## config.mk

```make
export PLATFORM = sky130hd
export DESIGN_NAME = dfm_top
export DESIGN_NICKNAME = d
export VERILOG_FILES = /design/src/verilog/dfm_pkg.sv /design/src/verilog/dfm_persist.sv /design/src/verilog/dfm_top.sv
export SDC_FILE = /design/constraint.sdc
export NUM_CORES = 1
export LEC_CHECK = 0
export ABC_AREA = 1
export CORE_MARGIN = 8
export CORE_UTILIZATION = 25
export CTS_BUF_LIST = sky130_fd_sc_hd__clkbuf_4
export CTS_CLUSTER_SIZE = 16
export DETAILED_ROUTE_END_ITERATION = 12
export DONT_BUFFER_PORTS = 1
export GPL_ROUTABILITY_DRIVEN = 0
export HOLD_SLACK_MARGIN = 0.15
export PLACE_DENSITY = 0.41
export SLEW_MARGIN = 40
export SYNTH_ARGS = -nofsm -noshare
export SYNTH_HDL_FRONTEND = slang
export SYNTH_SLANG_ARGS = --single-unit
```

## constraint.sdc

```tcl
create_clock -name pclk -period 3.29 [get_ports pclk]
set_input_delay 0.1645 -clock pclk [delete_from_list [all_inputs] [get_ports pclk]]
set_output_delay 0.1645 -clock pclk [all_outputs]
set_load 0.02 [all_outputs]
```

## src/verilog/dfm_pkg.sv

```systemverilog
/*
  Constants, register map and types shared by the deviation fault monitor.
  Assumes a 40 MHz pclk and an APB master with 32-bit data.
*/
// How it works
// - The speed deviation check runs only while select bit 2 is one, otherwise it never fails.
// - Speed deviation is compared against its threshold and must persist for its time setting.
// - In closed-loop vector control the command is compared with the measured motor speed.
// - In sensorless vector control the command is compared with the estimated speed.
// - In flux vector or V/F control the command is compared with the crane speed.
// - The speed check is armed only while running, threshold not 9999, and the mode is allowed for the feed.
// - A declared speed or position failure stays latched until reset.
// - The position deviation check runs only while select bit 3 is one.
// - Position failure is declared when the position error exceeds the distance for the time setting.
// - The position check is armed only with the position loop on and the distance not 9999.
package dfm_pkg;

  localparam int unsigned CLK_HZ     = 40_000_000;
  localparam int unsigned TICK_NS    = 1_000_000;
  localparam int unsigned TICK_CYC   = (TICK_NS * (CLK_HZ / 1_000_000)) / 1000;

  localparam logic [7:0]  ADDR_SELECT   = 8'h00;
  localparam logic [7:0]  ADDR_SPD_THR  = 8'h04;
  localparam logic [7:0]  ADDR_SPD_TIME = 8'h08;
  localparam logic [7:0]  ADDR_POS_DIST = 8'h0C;
  localparam logic [7:0]  ADDR_POS_TIME = 8'h10;
  localparam logic [7:0]  ADDR_FAIL     = 8'h14;
  localparam logic [7:0]  ADDR_IRQ_STAT = 8'h18;
  localparam logic [7:0]  ADDR_IRQ_MASK = 8'h1C;
  localparam logic [7:0]  ADDR_SPD_CNT  = 8'h20;
  localparam logic [7:0]  ADDR_POS_CNT  = 8'h24;
  localparam logic [7:0]  ADDR_LIVE     = 8'h28;

  localparam int unsigned SEL_SPEED_BIT = 2;
  localparam int unsigned SEL_POS_BIT   = 3;
  localparam int unsigned FAIL_SPD_BIT  = 0;
  localparam int unsigned FAIL_POS_BIT  = 1;
  localparam int unsigned NCHAN         = 2;

  localparam logic [15:0] DISABLE_VALUE = 16'h270F;

  localparam logic [15:0] SELECT_RST    = 16'h0000;
  localparam logic [15:0] SPD_THR_RST   = 16'h270F;
  localparam logic [15:0] SPD_TIME_RST  = 16'h0000;
  localparam logic [15:0] POS_DIST_RST  = 16'h270F;
  localparam logic [15:0] POS_TIME_RST  = 16'h0000;
  localparam logic [1:0]  IRQ_MASK_RST  = 2'h0;

  typedef enum logic [1:0] {
    MODE_VECTOR     = 2'h0,
    MODE_SENSORLESS = 2'h1,
    MODE_FLUX       = 2'h2,
    MODE_VF         = 2'h3
  } dfm_mode_t;

  typedef struct packed {
    logic [15:0] cnt;
    logic        fail;
  } dfm_persist_t;

  typedef struct packed {
    logic [31:0] tick_cnt;
    logic        tick;
    logic [15:0] select;
    logic [15:0] spd_thr;
    logic [15:0] spd_time;
    logic [15:0] pos_dist;
    logic [15:0] pos_time;
    logic [1:0]  fail_prev;
    logic [1:0]  irq_stat;
    logic [1:0]  irq_mask;
    logic [31:0] prdata;
  } dfm_state_t;

endpackage

```

## src/verilog/dfm_persist.sv

```systemverilog
/*
  One deviation channel: magnitude compare, persistence timer and failure latch.
  Assumes operands and settings are steady between ticks of the control rate.
*/
`timescale 1ns/1ps
module dfm_persist (
  input  wire logic        pclk,
  input  wire logic        presetn,
  input  wire logic        tick,
  input  wire logic        arm,
  input  wire logic [31:0] val_a,
  input  wire logic [31:0] val_b,
  input  wire logic [15:0] limit,
  input  wire logic [15:0] hold_time,
  output logic             exceed,
  output logic [15:0]      count,
  output logic             fail
);

  dfm_pkg::dfm_persist_t q;
  dfm_pkg::dfm_persist_t d;
  logic signed [32:0]    diff;
  logic [32:0]           mag;

  // A 33-bit difference keeps the sign even for full-scale operands.
  assign diff   = $signed({val_a[31], val_a}) - $signed({val_b[31], val_b});
  assign mag    = diff[32] ? 33'(-diff) : 33'(diff);
  assign exceed = mag > {17'h00000, limit};
  assign count  = q.cnt;
  assign fail   = q.fail;

  always_comb begin
    d = q;
    if (tick && !q.fail) begin
      if (arm && exceed) begin
        if (q.cnt >= hold_time) begin
          d.fail = 1'b1;
        end else begin
          d.cnt = 16'(q.cnt + 16'h0001);
        end
      end else begin
        d.cnt = 16'h0000;
      end
    end
  end

  always_ff @(posedge pclk or negedge presetn) begin
    if (!presetn) begin
      q <= '0;
    end else begin
      q <= d;
    end
  end

endmodule

```

## src/verilog/dfm_top.sv

```systemverilog
/*
  Deviation fault monitor: speed and position deviation supervision with an APB register file.
  Assumes drive status and measured values come from logic on pclk, so they are not resynchronised.
*/
`timescale 1ns/1ps
module dfm_top #(
  parameter int unsigned TICK_CYCLES = dfm_pkg::TICK_CYC
) (
  input  wire logic        pclk,
  input  wire logic        presetn,
  input  wire logic        psel,
  input  wire logic        penable,
  input  wire logic        pwrite,
  input  wire logic [7:0]  paddr,
  input  wire logic [31:0] pwdata,
  output logic [31:0]      prdata,
  output logic             pready,
  output logic             pslverr,
  input  wire logic        running,
  input  wire logic        pos_feed,
  input  wire logic [1:0]  ctrl_mode,
  input  wire logic        pos_loop_en,
  input  wire logic        dmeter_fault,
  input  wire logic        dmeter_alarm,
  input  wire logic [15:0] freq_cmd,
  input  wire logic [15:0] motor_speed,
  input  wire logic [15:0] est_speed,
  input  wire logic [15:0] crane_speed,
  input  wire logic [31:0] pos_cmd,
  input  wire logic [31:0] pos_cur,
  output logic             speed_dev_fail,
  output logic             pos_dev_fail,
  output logic             irq
);

  dfm_pkg::dfm_state_t q;
  dfm_pkg::dfm_state_t d;

  dfm_pkg::dfm_mode_t  mode;
  logic [15:0]         spd_meas;
  logic                mode_ok;
  logic                spd_arm;
  logic                pos_arm;
  logic [1:0]          ch_arm;
  logic [31:0]         ch_a     [dfm_pkg::NCHAN];
  logic [31:0]         ch_b     [dfm_pkg::NCHAN];
  logic [15:0]         ch_limit [dfm_pkg::NCHAN];
  logic [15:0]         ch_time  [dfm_pkg::NCHAN];
  logic [15:0]         ch_count [dfm_pkg::NCHAN];
  logic [1:0]          ch_exceed;
  logic [1:0]          ch_fail;
  logic [1:0]          fail_rise;
  logic                wr_acc;
  logic                rd_setup;
  logic                rd_acc;
  logic                addr_ok;
  logic [31:0]         rd_word;

  assign mode = dfm_pkg::dfm_mode_t'(ctrl_mode);

  // The speed source follows the control mode in use.
  always_comb begin
    case (mode)
      dfm_pkg::MODE_VECTOR: begin
        spd_meas = motor_speed;
      end
      dfm_pkg::MODE_SENSORLESS: begin
        spd_meas = est_speed;
      end
      default: begin
        spd_meas = crane_speed;
      end
    endcase
  end

  // Flux vector and V/F rely on the crane speed, so a distance meter problem
  // makes that source untrustworthy and the check must stand down.
  always_comb begin
    mode_ok = (mode == dfm_pkg::MODE_VECTOR) || (mode == dfm_pkg::MODE_SENSORLESS);
    if (pos_feed && !dmeter_fault && !dmeter_alarm) begin
      mode_ok = 1'b1;
    end
  end

  assign spd_arm = q.select[dfm_pkg::SEL_SPEED_BIT] && running && mode_ok &&
                   (q.spd_thr != dfm_pkg::DISABLE_VALUE);
  assign pos_arm = q.select[dfm_pkg::SEL_POS_BIT] && pos_loop_en &&
                   (q.pos_dist != dfm_pkg::DISABLE_VALUE);

  assign ch_arm   = {pos_arm, spd_arm};
  assign ch_a[0]  = {{16{freq_cmd[15]}}, freq_cmd};
  assign ch_b[0]  = {{16{spd_meas[15]}}, spd_meas};
  assign ch_a[1]  = pos_cmd;
  assign ch_b[1]  = pos_cur;
  assign ch_limit[0] = q.spd_thr;
  assign ch_limit[1] = q.pos_dist;
  assign ch_time[0]  = q.spd_time;
  assign ch_time[1]  = q.pos_time;

  // Both supervised quantities share the same persistence and latch behaviour.
  genvar gi;
  generate
    for (gi = 0; gi < dfm_pkg::NCHAN; gi = gi + 1) begin : g_chan
      dfm_persist u_persist (
        .pclk      (pclk),
        .presetn   (presetn),
        .tick      (q.tick),
        .arm       (ch_arm[gi]),
        .val_a     (ch_a[gi]),
        .val_b     (ch_b[gi]),
        .limit     (ch_limit[gi]),
        .hold_time (ch_time[gi]),
        .exceed    (ch_exceed[gi]),
        .count     (ch_count[gi]),
        .fail      (ch_fail[gi])
      );
    end
  endgenerate

  assign speed_dev_fail = ch_fail[dfm_pkg::FAIL_SPD_BIT];
  assign pos_dev_fail   = ch_fail[dfm_pkg::FAIL_POS_BIT];
  assign fail_rise      = ch_fail & ~q.fail_prev;

  assign wr_acc   = psel && penable && pwrite;
  assign rd_setup = psel && !penable && !pwrite;
  assign rd_acc   = psel && penable && !pwrite;

  // Address decode and read mux, used for both the error answer and the read data.
  always_comb begin
    addr_ok = 1'b1;
    rd_word = 32'h00000000;
    if (paddr == dfm_pkg::ADDR_SELECT) begin
      rd_word = {16'h0000, q.select};
    end else if (paddr == dfm_pkg::ADDR_SPD_THR) begin
      rd_word = {16'h0000, q.spd_thr};
    end else if (paddr == dfm_pkg::ADDR_SPD_TIME) begin
      rd_word = {16'h0000, q.spd_time};
    end else if (paddr == dfm_pkg::ADDR_POS_DIST) begin
      rd_word = {16'h0000, q.pos_dist};
    end else if (paddr == dfm_pkg::ADDR_POS_TIME) begin
      rd_word = {16'h0000, q.pos_time};
    end else if (paddr == dfm_pkg::ADDR_FAIL) begin
      rd_word = {30'h00000000, ch_fail};
    end else if (paddr == dfm_pkg::ADDR_IRQ_STAT) begin
      rd_word = {30'h00000000, q.irq_stat};
    end else if (paddr == dfm_pkg::ADDR_IRQ_MASK) begin
      rd_word = {30'h00000000, q.irq_mask};
    end else if (paddr == dfm_pkg::ADDR_SPD_CNT) begin
      rd_word = {16'h0000, ch_count[0]};
    end else if (paddr == dfm_pkg::ADDR_POS_CNT) begin
      rd_word = {16'h0000, ch_count[1]};
    end else if (paddr == dfm_pkg::ADDR_LIVE) begin
      rd_word = {28'h0000000, ch_exceed, ch_arm};
    end else begin
      addr_ok = 1'b0;
    end
  end

  always_comb begin
    d = q;

    // Control tick divider; every check advances only on this pulse.
    d.tick = 1'b0;
    if (q.tick_cnt >= TICK_CYCLES - 1) begin
      d.tick_cnt = 32'h00000000;
      d.tick     = 1'b1;
    end else begin
      d.tick_cnt = q.tick_cnt + 32'h00000001;
    end

    d.fail_prev = ch_fail;

    // Read data is captured in the setup phase so it comes from a flop
    // and the slave can still answer with no wait state.
    if (rd_setup) begin
      d.prdata = rd_word;
    end

    if (wr_acc) begin
      if (paddr == dfm_pkg::ADDR_SELECT) begin
        d.select = pwdata[15:0];
      end else if (paddr == dfm_pkg::ADDR_SPD_THR) begin
        d.spd_thr = pwdata[15:0];
      end else if (paddr == dfm_pkg::ADDR_SPD_TIME) begin
        d.spd_time = pwdata[15:0];
      end else if (paddr == dfm_pkg::ADDR_POS_DIST) begin
        d.pos_dist = pwdata[15:0];
      end else if (paddr == dfm_pkg::ADDR_POS_TIME) begin
        d.pos_time = pwdata[15:0];
      end else if (paddr == dfm_pkg::ADDR_IRQ_MASK) begin
        d.irq_mask = pwdata[1:0];
      end
    end

    // A read of the status clears it, but a failure arriving in the access
    // cycle is kept; one arriving in the setup cycle is cleared unread.
    if (rd_acc && (paddr == dfm_pkg::ADDR_IRQ_STAT)) begin
      d.irq_stat = 2'h0;
    end
    d.irq_stat = d.irq_stat | fail_rise;
  end

  always_ff @(posedge pclk or negedge presetn) begin
    if (!presetn) begin
      q.tick_cnt  <= 32'h00000000;
      q.tick      <= 1'b0;
      q.select    <= dfm_pkg::SELECT_RST;
      q.spd_thr   <= dfm_pkg::SPD_THR_RST;
      q.spd_time  <= dfm_pkg::SPD_TIME_RST;
      q.pos_dist  <= dfm_pkg::POS_DIST_RST;
      q.pos_time  <= dfm_pkg::POS_TIME_RST;
      q.fail_prev <= 2'h0;
      q.irq_stat  <= 2'h0;
      q.irq_mask  <= dfm_pkg::IRQ_MASK_RST;
      q.prdata    <= 32'h00000000;
    end else begin
      q <= d;
    end
  end

  assign prdata  = q.prdata;
  assign pready  = 1'b1;
  assign pslverr = psel && penable && !addr_ok;
  assign irq     = |(q.irq_stat & q.irq_mask);

endmodule
```

==> results.py, run 1 <==
metrics = {
    "worst_setup_path": {
        "worstPathRequired_ns": 3.83,
        "endpoint_kind": "flop",
        "r2r_slack_ns": 0.15,
        "worstSetupPathType": "primary input to flop",
        "cpMostUsedCell": "nor2_2",
        "r2r_cells": 18,
        "cp_max_fo": 5,
        "rr_endpoint": "g_chan[0].u_persist.count[12]$_DFFE_PN0P_",
        "worst_path_max_delay_cell": "fa_2",
        "critPathMaxStageDelay_ns": 0.41,
        "cp.arrival_ns": 4.28,
        "r2r_start": "g_chan[0].u_persist.count[0]$_DFFE_PN0P_",
        "start_kind": "primary input",
    },
    "synth": {
        "synth_common_cells": "nand2_1 (553), inv_1 (375), nor2_1 (166)",
        "synth_seq_area_share": 0.2880,
        "synth_cell_types": 56,
        "ys_async_sr_fraction": 1.000,
        "yosys_warnings": 0,
        "yosysMostFrequentCell": "nand2_1",
        "synthCells": 2182,
        "synth_top_area_frac": 0.2595,
        "synth_top_cell_by_area": "dfrtp_1",
        "synth_area_per_cell_um2": 6.762,
        "synth_enable_flop_cells": 0,
        "syn_area_mm2": 0.01476,
        "synth_area_leaders": "dfrtp_1 (26%), nand2_1 (14%), ha_1 (9.9%)",
        "ys.flop_type": "dfrtp_1",
        "ys_ff_latch": 169,
    },
    "drt": {
        "postRouteAntennaNets": 0,
        "vias_per_cell": 4.568,
        "dr.pass1.iters": 5,
        "vias": 15120,
        "wire_per_inst_um": 15.74,
        "drc": 0,
        "drt_iter0_markers": 948,
        "routed_wl_mm": 52.13,
    },
    "floorplanning": {
        "die_area_mm2": 0.06705,
        "die_width_um": 258.9,
        "rows": 89,
        "initial_core_util": 0.2514,
        "die_h_um": 258.9,
        "num_io_pins": 217,
        "coreArea_mm2": 0.05869,
    },
    "clock_tree": {
        "cts_root_buffer": "clkbuf_4",
        "holdBufCountCts": 27,
        "htreeDepth": 4,
        "numCtsBuffers": 17,
        "cts_tree": "yes",
        "numClockSinks": 169,
        "cts.path.max_buffers": 2,
        "clk_pin_slew_ns": 0.17,
        "clk_latency_ns": 0.63,
    },
    "flow_run": {
        "cap_violations": 0,
    },
    "sta": {
        "rsz0062_at_grt": "true",
        "finClkSkew_ns": 0.03929,
        "worst_slew_pin_slew_ns": 0.8014,
        "final_max_slew_viol_count": 0,
        "hold_ws_ns": -0.7823,
        "period_needed_ns": 3.744,
        "maxSlewHeadroom": 0.4616,
        "setup_ws_ns": -0.4544,
        "tns_ns": -14.24,
        "max_freq_ghz": 0.2671,
        "hold_viol": 169,
        "period_share": 1.138,
        "setup_viol": 36,
    },
    "layout": {
        "nets": 2822,
        "fin_util": 0.3365,
        "area_growth_pct": 33.82,
        "multi_input_area_mm2": 0.009717,
        "drive_gt1_frac": 0.2472,
        "register_area_mm2": 0.004249,
        "fill_cells": 6348,
        "fin_cells": 3311,
    },
    "grt": {
        "grt_pass1_vias": 15110,
        "grt_pass1_wl_mm": 81.83,
        "grt_usage": 0.1508,
        "grt_max_degree": 170,
        "overflow": 0,
        "antenna_found_initial": 3,
    },
    "pwr": {
        "power.density_mw_per_mm2": 336.4,
        "power_leakage_nw": 9.612,
        "ir_drop_uv": 205.0,
    },
    "placed_design": {
        "port_buffers": 0,
        "dp_hpwl_mm": 41.60,
        "dpl.cell_count": 3200,
    },
    "hold_path": {
        "hold_path.class": "primary input to asynchronous set/reset pin",
    },
    "status": {
        "outcome": "finished with violations",
        "violations": "hold timing, setup timing",
    },
}
==> final cells by class <==
| class | count | area share |
|---|---|---|
| Inverter | 388 | 0.07851 |
| Tap cell | 773 | 0.04898 |
| Sequential cell | 169 | 0.2152 |
| Multi-Input combinational cell | 1584 | 0.4921 |
| Timing Repair Buffer | 359 | 0.1461 |
| Antenna cell | 2 | 0.0002535 |
| Clock buffer | 18 | 0.006843 |
| Timing Repair inverter | 4 | 0.002661 |
| Clock inverter | 14 | 0.009378 |
==> registers in the layout, summed over array words and instances, names as in the netlist <==
register                flops
g_chan.u_persist.count     32
g_chan.u_persist.fail       2
ch_limit                   32
ch_time                    32
prdata                     16
q                          55
==> worst max-delay path: cells and delay by family <==
family          cells  cell delay, ns
compound gates      5            0.68
xor+xnor            1            0.14
fa+ha+maj           3            0.83
buf+inv             5            0.38
simple gates       19            2.05
==> through the flow <==
stage               power [mW]  hold slack [ns]  worst slack (ns)  cell area (um2)
floorplan                3.754          -0.1311            -1.000            15040
global placement         4.699          -0.1119            -1.473            17720
detailed placement       4.720          -0.1084            -1.483            17730
CTS                      6.381          -0.8425           -0.4128            18940
global route             7.156          -0.8401           -0.7060            19750
finish                   6.642          -0.7823           -0.4544            19750
==> per-layer routing <==
layer	up-vias	routed length, um	track usage
met3	41	2328	0.02478
met4	2	777	0.03359
met5	-	13	0
met2	244	24160	0.2480
li1	7700	-	-
met1	7136	24850	0.2056
==> worst max-delay path by stage <==
stage / from / end / slack, ns / depth (start not counted)
floorplan: ctrl_mode[0] / g_chan[0].u_persist.count[14]$_DFFE_PN0P_ / -1.00 / 37
global placement: pos_cmd[0] / g_chan[1].u_persist.count[4]$_DFFE_PN0P_ / -1.47 / 39
detailed placement: pos_cmd[0] / g_chan[1].u_persist.count[3]$_DFFE_PN0P_ / -1.48 / 40
CTS: pos_cmd[0] / g_chan[1].u_persist.count[6]$_DFFE_PN0P_ / -0.41 / 40
global route: pos_cmd[0] / g_chan[1].u_persist.count[14]$_DFFE_PN0P_ / -0.71 / 38
finish: pos_cmd[0] / g_chan[1].u_persist.count[13]$_DFFE_PN0P_ / -0.45 / 33
==> cells in the final DEF, fill, tap and decap left out, drive strengths merged, types with 7 or more instances in the layout <==
cell / n
o31ai: 11
nor4: 14
o21bai: 16
nand4: 60
nor3: 31
clkbuf: 18
a21oi: 102
dfrtp: 153
nand3: 113
nand3b: 10
xnor2: 7
conb: 33
clkinv: 10
ha: 117
o21a: 10
nand2: 573
nor2: 178
o221ai: 7
o211ai: 10
dfstp: 16
dlygate4sd3: 27
xor2: 62
o22ai: 27
buf: 332
inv: 391
o21ai: 161
==> where the power goes <==
| part | switching (mW) | internal, mW |
|---|---|---|
| logic | 1.56 | 1.45 |
| clock network | 0.877 | 0.559 |
| registers | 0.0695 | 2.13 |
| total | 2.51 | 4.14 |
==> cells by family (layout without fill, tap and decap cells) <==
kind of cell	count (synthesis)	in the layout	share of synthesized area
AO/OA/AOI/OAI	371	371	0.1463
XOR/XNOR	69	69	0.04096
adder cells (fa/ha/maj)	119	119	0.1019
buffers and inverters	461	783	0.1289
flip-flops	169	169	0.2880
other	2	35	0.0005090
AND/OR/NAND/NOR	991	992	0.2935
==> repair_timing <==
item	4_1_cts	5_1_grt
setup endpoints to repair	36	36
buffers inserted	28	18
pin swaps	51	70
endpoints found under the hold margin	285	169
resized for setup	88	150
gates cloned	6	0
Note: power is estimated with default switching activity, not from simulation.
==> run 2, diff against run 1 <==
==> constraint.sdc (replaced) <==
create_clock -name pclk -period 4.5 [get_ports pclk]
set_input_delay 0.225 -clock pclk [delete_from_list [all_inputs] [get_ports pclk]]
set_output_delay 0.225 -clock pclk [all_outputs]
set_load 0.02 [all_outputs]
==> run 2 against run 1 <==
  * The flow now finishes without violations
  * Combinational power decreased by 45%
  * First-iteration DRC count decreased by 14%
  * Die area unchanged
  * Core utilization decreased by 4.5 points
  * Flip-flop and latch count unchanged
  * Critical path type unchanged
  * Highest routed layer is now met4
==> results.py, run 2 (synthesis results as in run 1) <==
metrics = {
    "status": {
        "outcome": "finished clean",
    },
    "grt": {
        "overflow": 0,
        "grt_pass1_wl_mm": 77.76,
        "grt_max_degree": 170,
        "grt_pass1_vias": 14090,
        "grt_usage": 0.1448,
        "antenna_found_initial": 4,
    },
    "layout": {
        "register_area_mm2": 0.004249,
        "largest-register": "q",
        "final_common_cell": "nand2_1",
        "largest_reg_flops": 55,
        "fin_util": 0.2912,
        "drive_gt1_frac": 0.1102,
        "nets": 2618,
        "area_growth_pct": 15.81,
        "multi_input_area_mm2": 0.008778,
        "fill_cells": 6489,
        "mostFrequentLayoutCells": "nand2_1 (547), inv_1 (373), nor2_1 (165)",
    },
    "drt": {
        "routed_wl_mm": 48.90,
        "vias_per_cell": 4.521,
        "vias": 14060,
        "dr.pass1.iters": 5,
        "drt_iter0_markers": 812,
        "drc": 0,
        "postRouteAntennaNets": 0,
        "wire_per_inst_um": 15.73,
    },
    "sta": {
        "hold_ws_ns": 0.1667,
        "setup_viol": 0,
        "tns_ns": 0,
        "finClkSkew_ns": 0.04512,
        "hold_viol": 0,
        "rsz0062_at_grt": "false",
        "final_max_slew_viol_count": 0,
        "period_share": 0.9206,
        "maxSlewHeadroom": 0.4696,
        "worst_slew_pin_slew_ns": 0.7895,
        "period_needed_ns": 4.143,
        "max_freq_ghz": 0.2414,
    },
    "hold_path": {
        "hold_path.class": "primary input to asynchronous set/reset pin",
    },
    "pwr": {
        "power.density_mw_per_mm2": 242.9,
        "power_leakage_nw": 8.360,
        "power_mw": 4.151,
        "ir_drop_uv": 132.8,
    },
    "worst_setup_path": {
        "cpMostUsedCell": "nand2_1",
        "cp.arrival_ns": 4.67,
        "worstSetupPathType": "primary input to flop",
        "r2r_slack_ns": 1.38,
        "cp_max_fo": 7,
        "endpoint_kind": "flop",
        "critPathMaxStageDelay_ns": 0.38,
        "worst_path_max_delay_cell": "fa_1",
        "worstPathRequired_ns": 5.02,
        "start_kind": "primary input",
    },
    "floorplanning": {
        "num_io_pins": 217,
        "die_h_um": 258.9,
        "coreArea_mm2": 0.05869,
        "die_width_um": 258.9,
        "rows": 89,
        "die_area_mm2": 0.06705,
        "initial_core_util": 0.2514,
    },
    "clock_tree": {
        "cts_tree": "yes",
        "clk_pin_slew_ns": 0.16,
        "htreeDepth": 4,
        "cts_root_buffer": "clkbuf_4",
        "cts.path.max_buffers": 2,
        "numCtsBuffers": 17,
        "clk_latency_ns": 0.65,
        "numClockSinks": 169,
    },
    "flow_run": {
        "cap_violations": 0,
    },
    "placed_design": {
        "port_buffers": 0,
        "dp_hpwl_mm": 40.07,
    },
}
[run 2: cell count changes in the layout (fill, tap and decap cells not counted), moves of 16 or more]
cell     previous run  this run
a21oi_1            78       101
a21oi_2            24         1
nor2_1            138       165
ha_1              101       117
nand2_4            20         1
nor2_2             28        11
buf_4             312       127
o21ai_0           127       146
nand2_1           512       547
[run 2: area by class of cell]
type / count / area share
clock inverter: 15 / 0.007688
tap: 773 / 0.05660
inverter: 388 / 0.08626
antenna: 4 / 0.0005858
multi-input combinational: 1583 / 0.5137
sequential: 169 / 0.2487
timing repair buffer: 160 / 0.07901
clock buffer: 17 / 0.007469
[run 2: critical path, delay by kind of cell]
kind,cells,cell delay [ns]
AND/OR/NAND/NOR,23,2.33
adder cells (fa/ha/maj),3,0.77
AO/OA/AOI/OAI,5,0.64
buffers and inverters,5,0.52
XOR/XNOR,1,0.17
[run 2: routing by layer]
metal	vias up	global-route usage	part of all wire
met5	-	0	0
met4	0	0.03000	0.013
met3	28	0.02643	0.043
met2	242	0.2367	0.46
met1	6499	0.1978	0.48
li1	7287	-	-
[run 2: final timing paths]
path	to	from	cells past startpoint
worst min register to register	q[34]$_DFF_PN0_	q[36]$_DFF_PN0_	1
worst max-delay path	g_chan[1].u_persist.count[1]$_DFFE_PN0P_	pos_cmd[0]	37
min in group pclk	g_chan[0].u_persist.count[11]$_DFFE_PN0P_	ctrl_mode[1]	6
worst max register to register	g_chan[1].u_persist.count[1]$_DFFE_PN0P_	ch_limit[2]$_DFFE_PN1P_	23
max in group asynchronous	ch_limit[9]$_DFFE_PN1P_	presetn	3
worst min-delay path	ch_time[1]$_DFFE_PN0P_	presetn	2
[run 2: power breakdown]
group	total, mW	internal, mW	switching, mW
combinational	1.66	0.697	0.959
clock	0.889	0.238	0.650
sequential	1.61	1.56	0.0500
[run 2: timing repair]
action                     CTS  global route
setup buffers                0             0
resized for setup            0            13
setup endpoints to repair    0            33
hold endpoints to repair   269             0
hold buffers                28             0
[run 2: stage by stage]
stage | worst slack (ns) | instances | instance area (um2)
after floorplan | 0.004072 | 2213 | 14900
after global placement | -0.5155 | 3044 | 16430
after detailed placement | -0.5618 | 3044 | 16440
after CTS | 0.1352 | 3104 | 17000
after global routing | 0.001906 | 3108 | 17090
final | 0.3572 | 3109 | 17090
